<file path="src/core/pwcd_pkg.sv">
// Constants shared by both ends of the pulse-timed single control wire.
// Assumes one 100 MHz clock on each end and a wire driven by the host only.
package pwcd_pkg;

  // ==========================================================================
  // Clock and widths
  // ==========================================================================
  localparam int CLK_NS = 10;
  localparam int RUN_W  = 21;
  localparam int VAL_W  = 8;

  function automatic longint cyc_up(input longint ns);
    cyc_up = (ns + CLK_NS - 1) / CLK_NS;
    if (cyc_up < 1) cyc_up = 1;
  endfunction

  function automatic longint cyc_dn(input longint ns);
    cyc_dn = ns / CLK_NS;
    if (cyc_dn < 1) cyc_dn = 1;
  endfunction

  // ==========================================================================
  // Wire timing, each figure in its own unit
  // ==========================================================================
  localparam longint WAKE_HIGH_MS      = 1;
  localparam longint PULSE_MIN_NS      = 750;
  localparam longint PULSE_MAX_US      = 250;
  localparam longint LATCH_HOLD_MIN_US = 550;
  localparam longint ADDR_HOLD_MAX_US  = 5000;
  localparam longint STANDBY_HIGH_MS   = 10;
  localparam longint BUS_RESET_MS      = 12;
  localparam longint SHUTDOWN_LOW_MS   = 10;

  localparam logic [RUN_W-1:0] WAKE_CYC = RUN_W'(cyc_up(WAKE_HIGH_MS * 1000000));
  localparam logic [RUN_W-1:0] PULSE_MIN_CYC = RUN_W'(cyc_up(PULSE_MIN_NS));
  localparam logic [RUN_W-1:0] PULSE_MAX_CYC = RUN_W'(cyc_dn(PULSE_MAX_US * 1000));
  localparam logic [RUN_W-1:0] HOLD_CYC = RUN_W'(cyc_up(LATCH_HOLD_MIN_US * 1000));
  localparam logic [RUN_W-1:0] ADDR_HOLD_MAX_CYC = RUN_W'(cyc_dn(ADDR_HOLD_MAX_US * 1000));
  localparam logic [RUN_W-1:0] STANDBY_CYC = RUN_W'(cyc_dn(STANDBY_HIGH_MS * 1000000));
  localparam logic [RUN_W-1:0] BUS_RESET_CYC = RUN_W'(cyc_up(BUS_RESET_MS * 1000000));
  localparam logic [RUN_W-1:0] SHUTDOWN_CYC = RUN_W'(cyc_up(SHUTDOWN_LOW_MS * 1000000));

  // Host pulse and gap width: twice the least width, well under the most.
  localparam logic [RUN_W-1:0] HOST_PULSE_CYC = RUN_W'(2 * PULSE_MIN_CYC);

endpackage

</file>
<file path="src/core/pwcd_if.sv">
// The single control wire between host and device.
// Assumes the host alone drives it; the device only listens.
interface pwcd_if;
  logic single_wire_control_pin;

  modport host_end(output single_wire_control_pin);
  modport device_end(input single_wire_control_pin);
endinterface

</file>
<file path="src/core/pwcd_device.sv">
// Device end: decodes wake, pulse groups, latches, bus reset and shutdown.
// Assumes the wire is asynchronous to clk and the host keeps its timing.
module pwcd_device #(
  parameter int                       VAL_W    = pwcd_pkg::VAL_W,
  parameter logic [pwcd_pkg::RUN_W-1:0] WAKE    = pwcd_pkg::WAKE_CYC,
  parameter logic [pwcd_pkg::RUN_W-1:0] HOLD    = pwcd_pkg::HOLD_CYC,
  parameter logic [pwcd_pkg::RUN_W-1:0] STANDBY = pwcd_pkg::STANDBY_CYC,
  parameter logic [pwcd_pkg::RUN_W-1:0] BUS_RST = pwcd_pkg::BUS_RESET_CYC,
  parameter logic [pwcd_pkg::RUN_W-1:0] SHUTDN  = pwcd_pkg::SHUTDOWN_CYC
) (
  input  wire logic             clk,
  input  wire logic             reset,
  pwcd_if.device_end            link,
  input  wire logic             sinks_off,
  output logic                  enabled,
  output logic                  sleep,
  output logic                  addr_valid,
  output logic                  wr_valid,
  output logic [VAL_W-1:0]      wr_addr,
  output logic [VAL_W-1:0]      wr_data,
  output logic                  bus_reset_pulse,
  output logic                  standby
);

  localparam int RW = pwcd_pkg::RUN_W;

  typedef enum logic [1:0] {
    PWCD_OFF,
    PWCD_ADDR,
    PWCD_DATA
  } pwcd_state_e;

  function automatic logic [VAL_W-1:0] cnt_to_val(input logic [VAL_W:0] c);
    logic [VAL_W:0] v;
    v = c - 1'b1;
    cnt_to_val = v[VAL_W-1:0];
  endfunction

  // ==========================================================================
  // Wire synchroniser and run-length counter
  // ==========================================================================
  logic          sync1_r;
  logic          sync2_r;
  logic          prev_r;
  logic [RW-1:0] run_r;
  logic [RW-1:0] run_nxt;

  always_ff @(posedge clk) begin
    if (reset) begin
      sync1_r <= 1'b0;
      sync2_r <= 1'b0;
      prev_r  <= 1'b0;
    end else begin
      sync1_r <= link.single_wire_control_pin;
      sync2_r <= sync1_r;
      prev_r  <= sync2_r;
    end
  end

  wire level  = sync2_r;
  wire toggle = sync2_r ^ prev_r;
  wire rise   = sync2_r & ~prev_r;
  wire run_at_max = &run_r;

  // The run counter restarts on every edge and saturates, so a hold
  // of any length is seen once at each threshold.
  assign run_nxt = toggle ? '0 : (run_at_max ? run_r : run_r + 1'b1);

  always_ff @(posedge clk) begin
    if (reset) begin
      run_r <= '0;
    end else begin
      run_r <= run_nxt;
    end
  end

  // ==========================================================================
  // Timing events
  // ==========================================================================
  wire high_run = level & ~toggle;
  wire low_run  = ~level & ~toggle;

  wire wake_hit  = high_run & (run_r == WAKE - 1'b1);
  wire shut_hit  = low_run & (run_r == SHUTDN - 1'b1);
  // latch hold
  // The edge cycle and the run count from zero make two high cycles.
  // So run_r equal to HOLD-2 marks exactly HOLD cycles of high level.
  wire hold_hit  = high_run & (run_r == HOLD - 2'h2);
  wire stby_hit  = high_run & (run_r == STANDBY);
  wire brst_hit  = high_run & (run_r == BUS_RST - 1'b1);

  // ==========================================================================
  // Decoder state
  // ==========================================================================
  pwcd_state_e      state_r;
  pwcd_state_e      state_nxt;
  logic [VAL_W:0]   cnt_r;
  logic [VAL_W:0]   cnt_nxt;
  logic [VAL_W-1:0] addr_r;
  logic [VAL_W-1:0] addr_nxt;
  logic [VAL_W-1:0] data_r;
  logic [VAL_W-1:0] data_nxt;
  logic             wr_nxt;
  logic             adv_nxt;
  logic             brst_nxt;
  logic             stby_r;
  logic             stby_nxt;

  wire group_seen = |cnt_r;
  wire cnt_full   = &cnt_r;
  wire active     = (state_r != PWCD_OFF);

  always_comb begin
    state_nxt = state_r;
    cnt_nxt   = cnt_r;
    addr_nxt  = addr_r;
    data_nxt  = data_r;
    wr_nxt    = 1'b0;
    adv_nxt   = 1'b0;
    brst_nxt  = 1'b0;
    stby_nxt  = stby_r;
    case (state_r)
      PWCD_OFF: begin
        cnt_nxt = '0;
        if (wake_hit) begin
          state_nxt = PWCD_ADDR;
          stby_nxt  = 1'b1;
        end
      end
      PWCD_ADDR, PWCD_DATA: begin
        if (rise) begin
          stby_nxt = 1'b0;
          if (!cnt_full) begin
            cnt_nxt = cnt_r + 1'b1;
          end
        end
        if (hold_hit && group_seen) begin
          cnt_nxt = '0;
          if (state_r == PWCD_ADDR) begin
            addr_nxt  = cnt_to_val(cnt_r);
            adv_nxt   = 1'b1;
            state_nxt = PWCD_DATA;
          end else begin
            data_nxt  = cnt_to_val(cnt_r);
            wr_nxt    = 1'b1;
            state_nxt = PWCD_ADDR;
          end
        end
        if (stby_hit) begin
          cnt_nxt   = '0;
          state_nxt = PWCD_ADDR;
          stby_nxt  = 1'b1;
        end
        if (brst_hit) begin
          cnt_nxt   = '0;
          addr_nxt  = '0;
          state_nxt = PWCD_ADDR;
          brst_nxt  = 1'b1;
          stby_nxt  = 1'b1;
        end
        if (shut_hit) begin
          cnt_nxt   = '0;
          state_nxt = PWCD_OFF;
          stby_nxt  = 1'b0;
        end
      end
      default: begin
        state_nxt = PWCD_OFF;
        cnt_nxt   = '0;
        stby_nxt  = 1'b0;
      end
    endcase
  end

  // ==========================================================================
  // Registers and outputs
  // ==========================================================================
  always_ff @(posedge clk) begin
    if (reset) begin
      state_r <= PWCD_OFF;
      cnt_r   <= '0;
      addr_r  <= '0;
      data_r  <= '0;
      stby_r  <= 1'b0;
    end else begin
      state_r <= state_nxt;
      cnt_r   <= cnt_nxt;
      addr_r  <= addr_nxt;
      data_r  <= data_nxt;
      stby_r  <= stby_nxt;
    end
  end

  logic en_r;
  logic sleep_r;
  logic wr_r;
  logic adv_r;
  logic brst_r;

  wire en_nxt = (state_nxt != PWCD_OFF);
  wire sleep_nxt = en_nxt & sinks_off;

  always_ff @(posedge clk) begin
    if (reset) begin
      en_r    <= 1'b0;
      sleep_r <= 1'b0;
      wr_r    <= 1'b0;
      adv_r   <= 1'b0;
      brst_r  <= 1'b0;
    end else begin
      en_r    <= en_nxt;
      sleep_r <= sleep_nxt;
      wr_r    <= wr_nxt;
      adv_r   <= adv_nxt;
      brst_r  <= brst_nxt & active;
    end
  end

  assign enabled         = en_r;
  assign sleep           = sleep_r;
  assign wr_valid        = wr_r;
  assign addr_valid      = adv_r;
  assign wr_addr         = addr_r;
  assign wr_data         = data_r;
  assign bus_reset_pulse = brst_r;
  assign standby         = stby_r;

endmodule

</file>
<file path="src/flat_wrapper.sv">
// flat-port wrapper written by rule: the top's interface ports become plain ports
module pwcd_device_flat 
#(
  parameter int                       VAL_W    = pwcd_pkg::VAL_W,
  parameter logic [pwcd_pkg::RUN_W-1:0] WAKE    = pwcd_pkg::WAKE_CYC,
  parameter logic [pwcd_pkg::RUN_W-1:0] HOLD    = pwcd_pkg::HOLD_CYC,
  parameter logic [pwcd_pkg::RUN_W-1:0] STANDBY = pwcd_pkg::STANDBY_CYC,
  parameter logic [pwcd_pkg::RUN_W-1:0] BUS_RST = pwcd_pkg::BUS_RESET_CYC,
  parameter logic [pwcd_pkg::RUN_W-1:0] SHUTDN  = pwcd_pkg::SHUTDOWN_CYC
)
  (clk, reset, sinks_off, enabled, sleep, addr_valid, wr_valid, wr_addr, wr_data, bus_reset_pulse, standby, link_single_wire_control_pin);
  pwcd_if link_i ();
  input  wire logic clk;
  input  wire logic reset;
  input  wire logic sinks_off;
  output logic enabled;
  output logic sleep;
  output logic addr_valid;
  output logic wr_valid;
  output logic [VAL_W-1:0] wr_addr;
  output logic [VAL_W-1:0] wr_data;
  output logic bus_reset_pulse;
  output logic standby;
  input wire logic [$bits(link_i.single_wire_control_pin)-1:0] link_single_wire_control_pin;
  assign link_i.single_wire_control_pin = link_single_wire_control_pin;
  pwcd_device #(.VAL_W(VAL_W), .WAKE(WAKE), .HOLD(HOLD), .STANDBY(STANDBY), .BUS_RST(BUS_RST), .SHUTDN(SHUTDN)) u_core (.clk(clk), .reset(reset), .link(link_i), .sinks_off(sinks_off), .enabled(enabled), .sleep(sleep), .addr_valid(addr_valid), .wr_valid(wr_valid), .wr_addr(wr_addr), .wr_data(wr_data), .bus_reset_pulse(bus_reset_pulse), .standby(standby));
endmodule
</file>
<file path="config.mk">
export PLATFORM = sky130hd
export DESIGN_NAME = pwcd_device_flat
export DESIGN_NICKNAME = d
export VERILOG_FILES = /design/src/core/pwcd_pkg.sv /design/src/core/pwcd_if.sv /design/src/core/pwcd_device.sv /design/src/flat_wrapper.sv
export SDC_FILE = /design/constraint.sdc
export NUM_CORES = 1
export LEC_CHECK = 0
export ABC_AREA = 1
export BUFFER_PORTS_ARGS = -buffer_cell sky130_fd_sc_hd__buf_2
export CORE_MARGIN = 3
export CORE_UTILIZATION = 23
export CTS_CLUSTER_DIAMETER = 200
export DETAILED_ROUTE_END_ITERATION = 10
export HOLD_SLACK_MARGIN = 0.08
export PLACE_DENSITY = 0.44
export SYNTH_ARGS = -nofsm -noshare
export SYNTH_HDL_FRONTEND = slang
export SYNTH_SLANG_ARGS = --single-unit
</file>
<file path="constraint.sdc">
create_clock -name clk -period 2 [get_ports clk]
set_input_delay 0.5 -clock clk [delete_from_list [all_inputs] [get_ports clk]]
set_output_delay 0.5 -clock clk [all_outputs]
set_load 0.01 [all_outputs]
</file>
==> flow_summary.json <==
{
  "outcome": "finished clean",
  "synth_top_area_share_pct": 36.4,
  "cts_hold_buf": 0,
  "area_growth_pct": 26.3,
  "max_freq_mhz": 524,
  "routed_wl_um": 8570,
  "required_ps": 2220,
  "p_leak_uw": 0.00176,
  "cts_tree": "built",
  "critical_path_class": "reg2reg",
  "ys_seq_area_share_pct": 36.4,
  "drive_gt1_share_pct": 18.8,
  "first_pass_iters": 5,
  "antenna_found_initial": 0,
  "final_nets": 529,
  "p_int_uw": 2210,
  "slew_violations": 0,
  "syn_inst": 461,
  "switching_power_uw": 613,
  "place_inst": 675,
  "grt_usage_pct": 11.9,
  "cts_made_buffers": 9,
  "muxShareOfSynthArea_pct": 0,
  "start_util_pct": 23.6,
  "syn_area_sq_um": 3140,
  "insertedDiodeCount": 0,
  "switching_share_pct": 21.8,
  "synth_area_leader_cell": "dfxtp_1",
  "synthAdderAreaFrac_pct": 5.58,
  "combPwrFrac_pct": 2.8,
  "end_kind": "flip-flop",
  "wire_per_inst_um": 12.4,
  "dp_slack_ps": -113,
  "yosys_warnings": 0,
  "die_w_um": 123,
  "die_y_um": 123,
  "first_iter_violations": 268,
  "p_seq_share_pct": 40.9,
  "gp_congestion": 0.820,
  "crit_top_cell": "nor2_1",
  "critPathLaunchType": "flip-flop",
  "slowest_delay_ps": 310,
  "path_delay_family": "simple AND/OR/NAND/NOR gates",
  "synth_nets": 479,
  "synthSimpleGateAreaFrac_pct": 34.8,
  "clk_pin_slew_worst_paths_ps": 60,
  "grt_overflow": 0,
  "rsz0062_at_grt": "no",
  "setup_viol": 0,
  "num_vias": 3021,
  "ys_ff_latch": 57,
  "floorplan.rows": 42,
  "cts.sinks": 57,
  "hpwlAfterDp_um": 6530,
  "synth.area.top_cells": "dfxtp_1 (36%), nand2_1 (12%), nor2_1 (8.0%), inv_1 (7.5%), ha_1 (5.6%)",
  "io_buffers": 25,
  "synthXorXnorAreaFrac_pct": 3.91,
  "vdd_ir_drop_max_uv": 359,
  "die_area_sq_um": 15100,
  "hold_violations": 0,
  "crit_arrival_ps": 2130,
  "worst_pin_slew_ps": 438,
  "fill_cells": 1471,
  "post-route-min-period_ps": 1910,
  "drc_errors": 0,
  "p_clk_share_pct": 56.3,
  "detail-route-antenna-nets": 0,
  "htreeDepth": 3,
  "ys_types": 38,
  "insertion_delay_ps": 330,
  "hold_path.class": "in2reg",
  "period_share_pct": 95.4,
  "hold_ws_ps": 379,
  "crit_chain": "ha_2 > and3_4 > inv_1 > nor2_1 > ha_1 > or2_4 > nor3_4 > nand4_1 > o22ai_1 > nor2_1",
  "clock_tree.buffer_depth": 2,
  "synth_compound_area_share_pct": 9.65,
  "syn_avg_cell_area_sq_um": 6.81,
  "relSlewSlack_pct": 70.6,
  "final_cells": 692,
  "pin_count": 26,
  "cp_max_fo": 3,
  "grt_max_degree": 15,
  "synth_top_family_by_area": "simple AND/OR/NAND/NOR gates",
  "crit_buf_inv": 1,
  "setup_ws_ps": 91.0,
  "post_drt_via_cell_ratio": 4.37,
  "grt_pass1_vias": 2912,
  "cts_root_buffer": "clkbuf_16",
  "grt_pass1_wl_um": 14100,
  "core-area_sq_um": 13300,
  "powerDensity_nw_per_um2": 711,
  "crit_slowest_cell": "dfxtp_1",
  "fin_skew_ps": 11.0,
  "drv_cap": 0
}
## through the flow
step / TNS, ps / power [uW] / cell area, sq um / utilization (%)
floorplan: 0 / 1220 / 3140 / -
global placement: -43.4 / 1250 / 3590 / 27.0
detailed placement: -128 / 1260 / 3590 / 27.0
CTS: 0 / 2850 / 3920 / 29.4
global route: 0 / 2910 / 3960 / 29.8
finish: 0 / 2820 / 3960 / 29.8
## path summary, 6_finish.rpt
check | from | depth (start not counted) | to | slack (ps)
setup / recovery | u_core.cnt_r[1] | 10 | u_core.cnt_r[7] | 90
hold / removal | link_single_wire_control_pin | 3 | u_core.sync1_r | 380
setup reg to reg | u_core.cnt_r[1] | 10 | u_core.cnt_r[7] | 90
hold reg to reg | u_core.sync1_r | 2 | u_core.level | 410
## cell usage after synthesis (all sizes together)
| master | count |
|---|---|
| nor3 | 13 |
| nor3b | 1 |
| nand3 | 31 |
| dfxtp | 57 |
| ha | 14 |
| buf | 3 |
| nor2 | 72 |
| xor2 | 13 |
| a31oi | 3 |
| nand3b | 2 |
| and3 | 1 |
| nor4 | 3 |
| a21boi | 1 |
| or2 | 4 |
| inv | 70 |
| o22ai | 1 |
| clkbuf | 3 |
| nand4 | 11 |
| a21oi | 28 |
| o21ai | 20 |
| o21a | 2 |
| a21o | 1 |
| clkinv | 2 |
| xnor2 | 1 |
| nand2 | 104 |
## cells in the final DEF, fill, tap and decap left out, types with 2 or more instances in the layout
master / instances
dfxtp_1: 56
a21oi_1: 26
clkinv_1: 2
buf_4: 20
nand2_1: 97
nand3_1: 28
clkbuf_16: 9
nand4_1: 10
inv_1: 62
clkbuf_8: 2
nand2_2: 7
nor2_1: 64
o21ai_0: 11
o21a_1: 2
inv_2: 7
buf_2: 25
ha_1: 13
o21ai_1: 8
nor3_1: 11
nor4_1: 3
a31oi_1: 3
nor2_2: 7
xor2_1: 13
or2_0: 2
a21oi_2: 2
nand3_2: 2
## registers in the layout, summed over array words and instances (netlist names), 2 cells and up
| name | count |
|---|---|
| u_core.run_r | 21 |
| u_core.state_r | 2 |
| u_core.wr_data | 8 |
| u_core.cnt_r | 9 |
| u_core.wr_addr | 8 |
## power groups by stage
stage | registers [uW] | logic (uW) | clock network [uW]
after floorplan | 1170 | 45.3 | 0
after global placement | 1180 | 78.3 | 0
after detailed placement | 1180 | 78.6 | 0
after CTS | 1150 | 80.0 | 1620
after global routing | 1150 | 92.1 | 1660
final | 1150 | 79.5 | 1590
## layer usage
metal / global-route usage [%] / part of all wire (%) / wire, um
met1: 15.9 / 48 / 4110
met2: 18.8 / 47 / 4030
met3: 1.89 / 3.1 / 265
met4: 5.53 / 1.9 / 167
met5: 0 / 0 / 0
## worst register-to-register path, delay by kind of cell (launching register included)
kind,cells,cell delay (ps)
flops,1,310
compound gates,1,200
buf+inv,1,40
simple gates,6,860
fa+ha+maj,2,360
## repair_timing
action | CTS | global route
resized for setup | 3 | 12
setup buffers | 0 | 1
setup endpoints to repair | 4 | 22
pin swaps | 2 | 3
## final cells by class
type	instances	area, sq um	share of cell area (%)
Multi-Input combinational cell	326	1750	44.0
Sequential cell	57	1140	28.8
Timing Repair Buffer	45	275	6.94
Inverter	72	273	6.88
Clock buffer	12	256	6.47
Tap cell	176	220	5.56
Clock inverter	4	51.3	1.29
## logic make-up after synthesis
logic type               Yosys count
AND/OR/NAND/NOR                  242
AO/OA/AOI/OAI                     56
adder cells (fa/ha/maj)           14
flip-flops                        57
XOR/XNOR                          14
buffers and inverters             78
(Power assumes the default switching activity.)
